$ cat config.mk
export PLATFORM = sky130hd
export DESIGN_NAME = device_capability_registers
export DESIGN_NICKNAME = d
export VERILOG_FILES = /design/src/logic/device_capability_registers.v
export VERILOG_INCLUDE_DIRS = /design/src /design/src/pkg
export SDC_FILE = /design/constraint.sdc
export NUM_CORES = 1
export LEC_CHECK = 0
export BUFFER_PORTS_ARGS = -buffer_cell sky130_fd_sc_hd__buf_4
export CAP_MARGIN = 20
export CORE_AREA = 2 2 107 109
export DETAILED_ROUTE_END_ITERATION = 10
export DIE_AREA = 0 0 109 111
export GPL_TIMING_DRIVEN = 0
export PLACE_DENSITY_LB_ADDON = 0.12
export SETUP_SLACK_MARGIN = 0.1
export SLEW_MARGIN = 25
export SYNTH_ARGS = -nofsm -noshare
export SYNTH_HDL_FRONTEND = slang
export SYNTH_SLANG_ARGS = --single-unit
$ cat constraint.sdc
create_clock -name i_ref_clk -period 1.6 [get_ports i_ref_clk]
set_clock_uncertainty 0.05 [all_clocks]
set_input_delay 0.08 -clock i_ref_clk [delete_from_list [all_inputs] [get_ports i_ref_clk]]
set_output_delay 0.08 -clock i_ref_clk [all_outputs]
set_load 0.02 [all_outputs]
$ cat src/pkg/capability_defines.vh
/*
  Constants for the device capability register bank: byte offsets,
  capability field codes, bit positions and the clock gating pass mask.
  Assumes it is included once per design file by its bare name.
*/
`ifndef CAPABILITY_DEFINES_VH
`define CAPABILITY_DEFINES_VH

// ****************************************
// Register byte offsets
// ****************************************
`define MEMORY_SIZE_CAPS_OFFSET 12'h004
`define CORE_FEATURE_CAPS_OFFSET 12'h010
`define PERIPHERAL_PRESENCE_CAPS_OFFSET 12'h014

// ****************************************
// Memory size word
// ****************************************
`define RAM_SIZE_CODE 16'h001f
`define PROGRAM_MEMORY_SIZE_CODE 16'h001f

// ****************************************
// Core feature word fields
// ****************************************
`define MIN_SYSTEM_DIVIDER 4'h3
`define MAX_SAMPLE_RATE_CODE 4'h3
`define RATE_LSB 8
`define RATE_MSB 11
`define DIVIDER_LSB 12
`define DIVIDER_MSB 15
`define BIT_PWM 20
`define BIT_ADC 16
`define BIT_PROTECTION_UNIT 7
`define BIT_TEMP_SENSOR 5
`define BIT_SYNTHESIZER 4
`define BIT_WATCHDOG 3
`define BIT_TRACE_OUTPUT 2
`define BIT_TWO_WIRE_DEBUG 1
`define BIT_BOUNDARY_SCAN 0

// ****************************************
// Peripheral presence word fields
// ****************************************
`define BIT_COMPARATOR_ZERO 24
`define BIT_TIMER_TWO 18
`define BIT_TIMER_ONE 17
`define BIT_TIMER_ZERO 16
`define BIT_QUADRATURE_DECODER 8
`define BIT_SYNC_SERIAL 4
`define BIT_ASYNC_SERIAL_ONE 1
`define BIT_ASYNC_SERIAL_ZERO 0

// ****************************************
// Clock gating pass mask (single bits that follow a capability bit)
// ****************************************
`define GATE_SINGLE_BIT_MASK 32'h0011000f
`define WORD_ZERO 32'h00000000

`endif

$ cat src/logic/device_capability_registers.v
/*
  Read-only device capability register bank on an APB slave port, plus
  the masking of the run, sleep and deep-sleep clock gating words by the
  capability bits, with the sample-rate setting clipped to the maximum.
  Assumes an APB master on i_ref_clk and a synchronous active-high reset.
*/
// Our own choice: the APB slave port.
`include "capability_defines.vh"

module device_capability_registers #(
  parameter ADDR_W = 12
) (
  input wire i_ref_clk,
  input wire i_rst,
  input wire i_psel,
  input wire i_penable,
  input wire i_pwrite,
  input wire [ADDR_W-1:0] i_paddr,
  input wire [31:0] i_pwdata,
  output wire o_pready,
  output wire o_pslverr,
  output wire [31:0] o_prdata,
  input wire [31:0] i_run_clock_gating_word,
  input wire [31:0] i_sleep_clock_gating_word,
  input wire [31:0] i_deep_sleep_clock_gating_word,
  output wire [31:0] o_run_clock_gating_word,
  output wire [31:0] o_sleep_clock_gating_word,
  output wire [31:0] o_deep_sleep_clock_gating_word
);

  // ****************************************
  // Hard-wired capability words
  // ****************************************
  // Reserved bits are tied to zero so reads are stable.
  wire [31:0] memory_size_caps;
  wire [31:0] core_feature_caps;
  wire [31:0] peripheral_presence_caps;

  assign memory_size_caps = {`RAM_SIZE_CODE, `PROGRAM_MEMORY_SIZE_CODE};

  function [31:0] set_bit;
    input [31:0] word;
    input integer pos;
    begin
      set_bit = word | (32'h00000001 << pos);
    end
  endfunction

  assign core_feature_caps =
    set_bit(set_bit(set_bit(set_bit(set_bit(set_bit(set_bit(set_bit(set_bit(
      {16'h0000, `MIN_SYSTEM_DIVIDER, `MAX_SAMPLE_RATE_CODE, 8'h00},
      `BIT_PWM),
      `BIT_ADC),
      `BIT_PROTECTION_UNIT),
      `BIT_TEMP_SENSOR),
      `BIT_SYNTHESIZER),
      `BIT_WATCHDOG),
      `BIT_TRACE_OUTPUT),
      `BIT_TWO_WIRE_DEBUG),
      `BIT_BOUNDARY_SCAN);

  assign peripheral_presence_caps =
    set_bit(set_bit(set_bit(set_bit(set_bit(set_bit(set_bit(set_bit(
      `WORD_ZERO,
      `BIT_COMPARATOR_ZERO),
      `BIT_TIMER_TWO),
      `BIT_TIMER_ONE),
      `BIT_TIMER_ZERO),
      `BIT_QUADRATURE_DECODER),
      `BIT_SYNC_SERIAL),
      `BIT_ASYNC_SERIAL_ONE),
      `BIT_ASYNC_SERIAL_ZERO);

  // ****************************************
  // Address decode
  // ****************************************
  // Returns 2'd0 for unmapped, else register number 1..3.
  function [1:0] decode_index;
    input [ADDR_W-1:0] addr;
    begin
      if (addr == `MEMORY_SIZE_CAPS_OFFSET) begin
        decode_index = 2'd1;
      end else if (addr == `CORE_FEATURE_CAPS_OFFSET) begin
        decode_index = 2'd2;
      end else if (addr == `PERIPHERAL_PRESENCE_CAPS_OFFSET) begin
        decode_index = 2'd3;
      end else begin
        decode_index = 2'd0;
      end
    end
  endfunction

  wire setup_phase;
  wire [1:0] addr_index;
  reg [31:0] read_word;

  assign setup_phase = i_psel & ~i_penable;
  assign addr_index = decode_index(i_paddr);

  always @* begin
    case (addr_index)
      2'd1: begin
        read_word = memory_size_caps;
      end
      2'd2: begin
        read_word = core_feature_caps;
      end
      2'd3: begin
        read_word = peripheral_presence_caps;
      end
      default: begin
        read_word = `WORD_ZERO;
      end
    endcase
  end

  // ****************************************
  // APB slave
  // ****************************************
  // Data is captured in the setup cycle so the access phase is zero-wait.
  // Writes never reach any storage; write data is deliberately unused.
  reg [31:0] prdata_q;
  reg [31:0] prdata_d;
  reg slverr_q;
  reg slverr_d;

  always @* begin
    prdata_d = prdata_q;
    slverr_d = slverr_q;
    if (setup_phase) begin
      slverr_d = (addr_index == 2'd0);
      if (i_pwrite) begin
        prdata_d = `WORD_ZERO;
      end else begin
        prdata_d = read_word;
      end
    end
  end

  always @(posedge i_ref_clk) begin
    if (i_rst) begin
      prdata_q <= `WORD_ZERO;
      slverr_q <= 1'b0;
    end else begin
      prdata_q <= prdata_d;
      slverr_q <= slverr_d;
    end
  end

  assign o_pready = 1'b1;
  assign o_pslverr = i_psel & i_penable & slverr_q;
  assign o_prdata = prdata_q;

  // ****************************************
  // Clock gating masks
  // ****************************************
  function [31:0] mask_gating;
    input [31:0] word;
    input [31:0] caps;
    reg [3:0] rate;
    reg [3:0] limit;
    begin
      rate = word[`RATE_MSB:`RATE_LSB];
      limit = caps[`RATE_MSB:`RATE_LSB];
      mask_gating = word & caps & `GATE_SINGLE_BIT_MASK;
      if (rate > limit) begin
        mask_gating[`RATE_MSB:`RATE_LSB] = limit;
      end else begin
        mask_gating[`RATE_MSB:`RATE_LSB] = rate;
      end
    end
  endfunction

  reg [31:0] run_gate_q;
  reg [31:0] sleep_gate_q;
  reg [31:0] deep_gate_q;

  // One cycle of latency; outputs read zero (all gated off) in reset.
  always @(posedge i_ref_clk) begin
    if (i_rst) begin
      run_gate_q <= `WORD_ZERO;
      sleep_gate_q <= `WORD_ZERO;
      deep_gate_q <= `WORD_ZERO;
    end else begin
      run_gate_q <= mask_gating(i_run_clock_gating_word, core_feature_caps);
      sleep_gate_q <= mask_gating(i_sleep_clock_gating_word, core_feature_caps);
      deep_gate_q <= mask_gating(i_deep_sleep_clock_gating_word, core_feature_caps);
    end
  end

  assign o_run_clock_gating_word = run_gate_q;
  assign o_sleep_clock_gating_word = sleep_gate_q;
  assign o_deep_sleep_clock_gating_word = deep_gate_q;

endmodule

Word level (Yosys, flattened, before mapping)
Index checks and enable logic that the tools add are counted.

Register bits: 129. Word-level logic and storage cells: 36. Input port bits: 145. Output and inout port bits: 130.

Reductions and logical operators: 4. Muxes and demuxes: 8. Bitwise gates (word level): 4. Eq/ne operators: 6. Order comparisons: 3.

Operators by type and width (count): 25-bit case mux with 3 select lines (1); 32-bit 2-to-1 mux (1); 12-bit by 5-bit == test with 1-bit output, second input constant (2); 12-bit by 3-bit == test with 1-bit output, second input constant (1); 4-bit by 2-bit > comparator with 1-bit output, second input constant (3); 4-bit 2-to-1 mux (3); 2-bit 2-to-1 mux (3); 2-bit OR reduction (3); 2-bit == test, second input constant (2); 1-bit bitwise AND (3); 2-bit by 1-bit == test with 1-bit output, second input constant (1); 2-bit logical NOT (1); 1-bit inverter (1).

Depth between registers and ports, before layout
Gate-level depths: netlist (run 1).

Depth after elaboration: 7. Depth in mapped cells: 6. Mapped depth without buffers: 6.

Worst setup path after synthesis (run 1)
OpenSTA, ideal clock, no wires.

Path type: input port to flip-flop. From: input i_paddr[9]. To: register prdata_q[16] (netlist: o_prdata[16]). Library setup time: 0.070 ns. Path buffers: 0. Arrival: 1.301 ns. Data required time: 1.480 ns. Setup slack: 0.179 ns. Stages on the path: 6. Path through: nor4_4 -> and3_1 -> nand2_1 -> ha_1 -> or3_1 -> a21oi_1.

Longest elaborated chain between the ends: 7. Elaborated cells on any way between the ends: 11. Those cells by class: 6 x eq/ne; 5 x mux.

RTL lines: start: declaration (RTL line device_capability_registers.v:18) `input wire [ADDR_W-1:0] i_paddr,`; 12-bit by 5-bit == test with 1-bit output (no source line); 2-bit 2-to-1 mux (RTL line device_capability_registers.v:85) `` end else if (addr == `PERIPHERAL_PRESENCE_CAPS_OFFSET) begin ``; 2-bit 2-to-1 mux (RTL line device_capability_registers.v:83) `` end else if (addr == `CORE_FEATURE_CAPS_OFFSET) begin ``; 2-bit 2-to-1 mux * (RTL line device_capability_registers.v:81) `` if (addr == `MEMORY_SIZE_CAPS_OFFSET) begin ``; 2-bit == test / 2-bit by 1-bit == test with 1-bit output (equally long branches) (RTL line device_capability_registers.v:101) `case (addr_index)`; 25-bit case mux with 3 select lines * (RTL line device_capability_registers.v:101); 32-bit 2-to-1 mux * (RTL line device_capability_registers.v:132) `if (i_pwrite) begin`; end signal: assignment (RTL line device_capability_registers.v:142) `` prdata_q <= `WORD_ZERO; ``; end signal: assignment (RTL line device_capability_registers.v:145) `prdata_q <= prdata_d;`; end: declaration (RTL line device_capability_registers.v:122) `reg [31:0] prdata_q;`.

Every way passes the cells marked *; elsewhere a longest branch is shown, timed or not. A chain may end at the register's enable or synchronous reset.

Worst setup path in the final report (run 1)
From: input i_run_clock_gating_word[9]. To: register run_gate_q[9] (netlist: o_run_clock_gating_word[9]).

Longest elaborated chain between the ends: 2.

RTL lines: start: declaration (RTL line device_capability_registers.v:23) `input wire [31:0] i_run_clock_gating_word,`; 4-bit by 2-bit > comparator with 1-bit output (RTL line device_capability_registers.v:166) `if (rate > limit) begin`; 4-bit 2-to-1 mux * (RTL line device_capability_registers.v:166); end signal: assignment (RTL line device_capability_registers.v:181) `` run_gate_q <= `WORD_ZERO; ``; end signal: assignment (RTL line device_capability_registers.v:185) `run_gate_q <= mask_gating(i_run_clock_gating_word, core_feature_caps);`; end: declaration (RTL line device_capability_registers.v:174) `reg [31:0] run_gate_q;`.

Marked as above.

==> flow_summary.json, run 1 <==
{
  "ant_nets": 0,
  "place.port_buffers": 94,
  "rsz0062_at_grt": "no",
  "clockPowerShare_pct": 36.0,
  "dp_slack_ps": -59.5,
  "hold-worst-slack_ps": 1.39,
  "yosysSeqAreaShare_pct": 40.2,
  "synth_area_per_cell_um2": 9.55,
  "cp.arrival_ps": 1510,
  "setup_viol_count_final": 0,
  "layout-drive-gt1-share_pct": 48.3,
  "hold_path_class": "input pin to flip-flop",
  "fp.dieH_um": 111,
  "leakage_uw": 0.00193,
  "fillerInstances": 1172,
  "seq_power_share_pct": 38.4,
  "syn_to_final_growth_pct": 87.5,
  "critPathRequiredTime_ps": 1710,
  "clk_latency_ps": 270,
  "first_pass_iters": 4,
  "fin_util_pct": 32.0,
  "syn_area_mm2": 0.00189,
  "fin_area_mm2": 0.00355,
  "cts_buffers": 5,
  "synthFlopType": "dfxtp_1",
  "gp_congestion": 0.650,
  "drc": 0,
  "grt_use_total_pct": 7.38,
  "clock_sinks": 38,
  "rows": 39,
  "final_cells": 557,
  "synth_cell_types": 25,
  "maxCapViolations": 0,
  "syn_inst": 198,
  "n_antenna_cell": 0,
  "dpl.hpwl_um": 3890,
  "finalNetCount": 562,
  "synth_enable_flop_cells": 0,
  "htree_levels": 2,
  "p_int_uw": 1920,
  "core_mm2": 0.0111,
  "clk_path_buf_depth": 2,
  "ys_ff_latch": 38,
  "outcome": "finished, final reports clean",
  "gr-total-overflow": 0,
  "dpl_cell_area_mm2": 0.00310,
  "ys_async_sr_fraction_pct": 0,
  "p_sw_share_pct": 26.4,
  "worst_slack_ps": 201,
  "grt_antenna_before_repair": 0,
  "cp_max_fo": 1,
  "switching_power_uw": 690,
  "min_period_ps": 1400,
  "grt_start_max_net_pins": 11,
  "totalWireLength_um": 4680,
  "worst_setup_path_end_kind": "flip-flop",
  "grt_pass1_wl_um": 7200,
  "first_iter_violations": 26,
  "critPathKind": "input pin to flip-flop",
  "cts-root-buf": "clkbuf_16",
  "clk_pin_slew_ps": 50,
  "vdd_ir_drop_max_v": 0.000399,
  "placed_cells": 521,
  "wl_per_cell_um": 8.41,
  "grt_pass1_vias": 1645,
  "die_area_mm2": 0.0121,
  "hold_viol": 0,
  "drt-vias-per-instance": 3.04,
  "tritoncts": "built",
  "dr_total_vias": 1691,
  "clock.fmax_mhz": 715,
  "combPwrFrac_pct": 25.6,
  "cts_setup_buffers": 0,
  "io_pins": 275,
  "finalMaxSlewViolations": 0,
  "initial_core_util_pct": 17.1,
  "die_w_um": 109,
  "powerDensity_mw_per_mm2": 736,
  "ys_warn_count": 0,
  "period_share_pct": 87.5,
  "cp-start-kind": "input pin"
}
## state kept, by name (all words and copies together), names as in the netlist
| signal | flops |
|---|---|
| o_prdata | 7 |
| o_run_clock_gating_word | 10 |
| o_deep_sleep_clock_gating_word | 10 |
| slverr_q | 1 |
| o_sleep_clock_gating_word | 10 |
## worst max-delay path, stage by stage
cell and delay [ps]:
dlygate4sd3_1 540, buf_4 130, nor3_1 140, dlygate4sd3_1 570, nor2_1 40
## through the flow
stage / setup TNS (ps) / total power (uW)
detailed placement: -59.5 / 1630
CTS: 0 / 2640
global placement: -50.2 / 1630
floorplan: 0 / 1450
finish: 0 / 2610
global route: 0 / 2730
## path summary, 6_finish.rpt
kind	startpoint	end	slack, ps	cells after the start
min	i_sleep_clock_gating_word[11]	o_sleep_clock_gating_word[9]$_SDFF_PP0_	1	3
min reg2reg	slverr_q$_SDFFE_PP0P_	slverr_q$_SDFFE_PP0P_	410	2
max	i_run_clock_gating_word[9]	o_run_clock_gating_word[9]$_SDFF_PP0_	200	5
max reg2reg	o_prdata[13]$_SDFFE_PP0P_	o_prdata[13]$_SDFFE_PP0P_	830	2
## Yosys cell counts, drive strengths merged (2+ instances only)
master | n | area share, %
clkbuf | 2 | 0.46
ha | 2 | 1.3
conb | 2 | 0.40
nor2 | 8 | 1.6
dfxtp | 38 | 40
nand3b | 3 | 1.2
and3 | 2 | 0.66
nand2 | 7 | 1.4
nor4 | 2 | 2.2
buf | 93 | 37
nor3 | 6 | 1.6
o2bb2ai | 2 | 0.93
a21oi | 4 | 1.1
nor2b | 18 | 6.0
## cell families after synthesis
kind of cell,share of synthesized area (%)
AO/OA/AOI/OAI,3.17
flip-flops,40.2
AND/OR/NAND/NOR,17.5
other,0.397
adder cells (fa/ha/maj),1.32
buffers and inverters,37.4
## power groups by stage
stage          registers, uW  logic (uW)  clock network (uW)
2_1_floorplan           1080         370                   0
3_3_place_gp            1020         602                   0
3_5_place_dp            1020         602                   0
4_1_cts                 1000         659                 974
5_1_grt                 1010         719                1000
6_report                1000         669                 940
## timing repair
item	in CTS	in global routing
hold endpoints to repair	25	0
hold buffers	30	0
setup endpoints to repair	0	1
gates resized for setup	0	3
## layout make-up
| cell class | instances | area (um^2) | share of cell area [%] |
|---|---|---|---|
| Multi-Input combinational cell | 150 | 748 | 21.1 |
| Timing Repair Buffer | 124 | 1010 | 28.5 |
| Buffer | 95 | 704 | 19.9 |
| Tap cell | 143 | 179 | 5.04 |
| Clock buffer | 6 | 139 | 3.92 |
| Inverter | 1 | 3.75 | 0.106 |
| Sequential cell | 38 | 761 | 21.4 |
## cell usage in the layout, fill, tap and decap left out
cell and n:
o31ai_2 1, or3_1 1, clkbuf_16 5, o2bb2ai_1 2
nor4b_2 1, inv_1 1, dlymetal6s4s_1 1, dfxtp_1 38
dlygate4sd3_1 29, buf_6 1, and2b_1 1, ha_2 1
nor2_1 8, nand4_1 1, nand2b_4 1, clkbuf_2 1
buf_4 185, nor4_4 2, nor2b_1 18, nand3b_1 3
clkbuf_1 1, a32o_1 1, and3_1 2, buf_2 1
clkbuf_8 1, a21oi_1 4, nor3_1 6, nand2_1 7
conb_1 88, ha_1 1, nand3_1 1
## per-layer routing
| metal | global-route usage [%] | share of wire (%) | up-vias | routed length, um |
|---|---|---|---|---|
| met5 | 0 | 0 | - | 0 |
| met4 | 3.08 | 1.6 | 0 | 74 |
| met3 | 2.35 | 14 | 6 | 648 |
| met2 | 12.0 | 44 | 123 | 2060 |
| met1 | 8.88 | 41 | 684 | 1900 |
| li1 | - | - | 878 | - |
Power figures use the tool's default switching activity.
==> inputs of run 2 (changes only) <==
--- a/config.mk
+++ b/config.mk
@@ -6,11 +6,12 @@
 export SDC_FILE = /design/constraint.sdc
 export NUM_CORES = 1
 export LEC_CHECK = 0
+export ABC_AREA = 1
 export BUFFER_PORTS_ARGS = -buffer_cell sky130_fd_sc_hd__buf_4
 export CAP_MARGIN = 20
-export CORE_AREA = 2 2 107 109
+export CORE_AREA = 2 2 105 107
 export DETAILED_ROUTE_END_ITERATION = 10
-export DIE_AREA = 0 0 109 111
+export DIE_AREA = 0 0 107 109
 export GPL_TIMING_DRIVEN = 0
 export PLACE_DENSITY_LB_ADDON = 0.12
 export SETUP_SLACK_MARGIN = 0.1
==> run 2 against run 1 <==
  * Sequential cell count unchanged
  * Cell area up 0.11%
  * Critical path depth stayed put
  * Non-clock buffer count increased by 2
  * Clock power is 26% lower
  * Register-to-register slack improved by 20 ps
  * Setup slack improved by 37 ps
  * Fmax up 2.7%
==> flow_summary.json, run 2 <==
{
  "clock_sinks": 38,
  "syn_to_final_growth_pct": 82.9,
  "critPathKind": "input pin to flip-flop",
  "cts_setup_buffers": 0,
  "clk_path_buf_depth": 2,
  "ys_ff_latch": 38,
  "cp-start-kind": "input pin",
  "use_met1_pct": 8.54,
  "synth_area_leaders": "dfxtp_1 39%, buf_4 36%, nor2_1 6.0%",
  "grt_start_max_net_pins": 13,
  "grt_pass1_wl_um": 7370,
  "worst_setup_path_end_kind": "flip-flop",
  "synthFlopType": "dfxtp_1",
  "hold-worst-slack_ps": 59.2,
  "synthAdderAreaFrac_pct": 1.29,
  "n_antenna_cell": 0,
  "maxCapViolations": 0,
  "critPathMaxStageDelay_ps": 570,
  "cts_resized": 0,
  "initial_core_util_pct": 18.3,
  "startpoint": "i_sleep_clock_gating_word[9]",
  "leakage_uw": 0.00206,
  "grt_use_total_pct": 7.91,
  "grt.busiest_layer": "met2",
  "ant_nets": 0,
  "synth.most_common_cell": "buf_4",
  "layout-drive-gt1-share_pct": 44.4,
  "cp.arrival_ps": 1490,
  "clk_latency_ps": 280,
  "reg2reg_depth": 2,
  "synthXorXnorAreaFrac_pct": 0,
  "drc": 0,
  "gp_congestion": 0.672,
  "netlist_top_cells_count": "93 x buf_4, 38 x dfxtp_1, 31 x nor2_1",
  "switching_power_uw": 720,
  "grt_util_met2_pct": 14.1,
  "io_pins": 275,
  "yosysSeqAreaShare_pct": 39.2,
  "htree_levels": 2,
  "yosysTopAreaCell": "dfxtp_1",
  "wl_per_cell_um": 8.15,
  "grt_antenna_before_repair": 0,
  "reg2reg_slack_ps": 850,
  "finalMaxSlewViolations": 0,
  "ys_async_sr_fraction_pct": 0,
  "synth_compound_area_share_pct": 2.06,
  "synth-simple-area-share_pct": 15.1,
  "clock.fmax_mhz": 734,
  "cp_cell_sequence": "dlygate4sd3_1 -> buf_4 -> nor3_1 -> dlygate4sd3_1 -> nor2_1",
  "r2r_end": "o_prdata[13]$_SDFFE_PP0P_",
  "min_period_ps": 1360,
  "min_to": "o_prdata[13]$_SDFFE_PP0P_",
  "fin_tns_setup_ps": 0,
  "seq_power_share_pct": 41.9,
  "vdd_ir_drop_max_v": 0.000305,
  "layout_commonest_cell": "buf_4",
  "p_sw_share_pct": 30.1,
  "synth_top_family_by_area": "buffers and inverters",
  "worstHoldStart": "i_pwrite",
  "fillerInstances": 1154,
  "critPathRequiredTime_ps": 1730,
  "min_path_cells": 4,
  "finalNetCount": 603,
  "combPwrFrac_pct": 29.0,
  "cts_hold_buf": 31,
  "crit_top_cell": "dlygate4sd3_1",
  "p_int_uw": 1670,
  "syn_area_mm2": 0.00194,
  "gr-total-overflow": 0,
  "drt-vias-per-instance": 3.08,
  "hold_viol": 0,
  "rows": 38,
  "r2r_start": "o_prdata[13]$_SDFFE_PP0P_",
  "dpl.hpwl_um": 3960,
  "die_w_um": 107,
  "core_mm2": 0.0106,
  "outcome": "finished, final reports clean",
  "clk_pin_slew_ps": 80,
  "synth_top_area_share_pct": 39.2,
  "slowest_stage": "dlygate4sd3_1",
  "tritoncts": "built",
  "die_area_mm2": 0.0117,
  "first_pass_iters": 4,
  "setup_viol_count_final": 0,
  "synth_cell_types": 17,
  "period_share_pct": 85.1,
  "cts_buffers": 5,
  "totalWireLength_um": 4870,
  "syn_inst": 238,
  "cp_max_fo": 1,
  "hold_path_class": "input pin to flip-flop",
  "rsz0062_at_grt": "no",
  "grt_use_met3_pct": 3.71,
  "clockPowerShare_pct": 29.0,
  "powerDensity_mw_per_mm2": 674,
  "synth_area_per_cell_um2": 8.16,
  "synthMuxAreaShare_pct": 0,
  "fp.dieH_um": 109,
  "dr_total_vias": 1839,
  "synth_enable_flop_cells": 0,
  "cts-root-buf": "clkbuf_8",
  "grt_pass1_vias": 1807,
  "first_iter_violations": 50,
  "final_cell_mix": "187 x buf_4, 88 x conb_1, 38 x dfxtp_1",
  "place.port_buffers": 94,
  "ys_warn_count": 0
}
## run 2: changes by cell type after synthesis, sizes merged, moves of 3 or more
cell / delta
inv: +26
nor2b: -18
nand3b: -3
buf: +3
nand2: +11
nor2: +26
a21oi: +4
## run 2: worst max-delay path, delay by kind of cell
| family | cells | cell delay, ps |
|---|---|---|
| buffers and inverters | 3 | 1240 |
| AND/OR/NAND/NOR | 2 | 160 |
## run 2: power groups by stage
stage                     registers (uW)  clock network [uW]  logic [uW]
after floorplan                     1080                   0         388
after global placement              1020                   0         627
after detailed placement            1030                   0         628
after CTS                           1000                 747         687
after global routing                1010                 786         749
final                               1000                 694         694
## run 2: cells by family after synthesis
family          count (synthesis)
buf+inv                       123
simple gates                   65
flops                          38
compound gates                  8
fa+ha+maj                       2
other cells                     2
## run 2: area by class of cell
class	instances	area [um^2]	area share (%)
inverter	27	101	2.85
multi-input combinational	163	689	19.4
sequential	38	761	21.4
buffer	96	713	20.1
clock buffer	6	82.6	2.33
timing repair buffer	125	1020	28.6
clock inverter	2	12.5	0.352
tap	140	175	4.93
## run 2: worst max-delay path by stage
stage	to	slack, ps	cells after the start
detailed placement	o_prdata[16]$_SDFFE_PP0P_	350	9
floorplan	o_prdata[20]$_SDFFE_PP0P_	580	7
finish	o_sleep_clock_gating_word[9]$_SDFF_PP0_	240	5
global route	o_deep_sleep_clock_gating_word[9]$_SDFF_PP0_	190	5
CTS	o_deep_sleep_clock_gating_word[9]$_SDFF_PP0_	270	5
global placement	o_prdata[20]$_SDFFE_PP0P_	370	8
## run 2: per-layer routing
metal  part of all wire [%]  routed length, um
met5                      0                  0
met4                   0.95                 46
met3                     14                678
met2                     45               2190
met1                     40               1950
## run 2: metrics by stage
step           utilization (%)  power (uW)  setup WS, ps  instances  instance area [um^2]
2_1_floorplan                -        1470           584        324                  2260
3_3_place_gp              29.7        1650           373        558                  3150
3_5_place_dp              29.7        1650           346        558                  3150
4_1_cts                   33.5        2440           268        597                  3550
5_1_grt                   33.5        2540           190        597                  3550
6_report                  33.5        2390           238        597                  3550
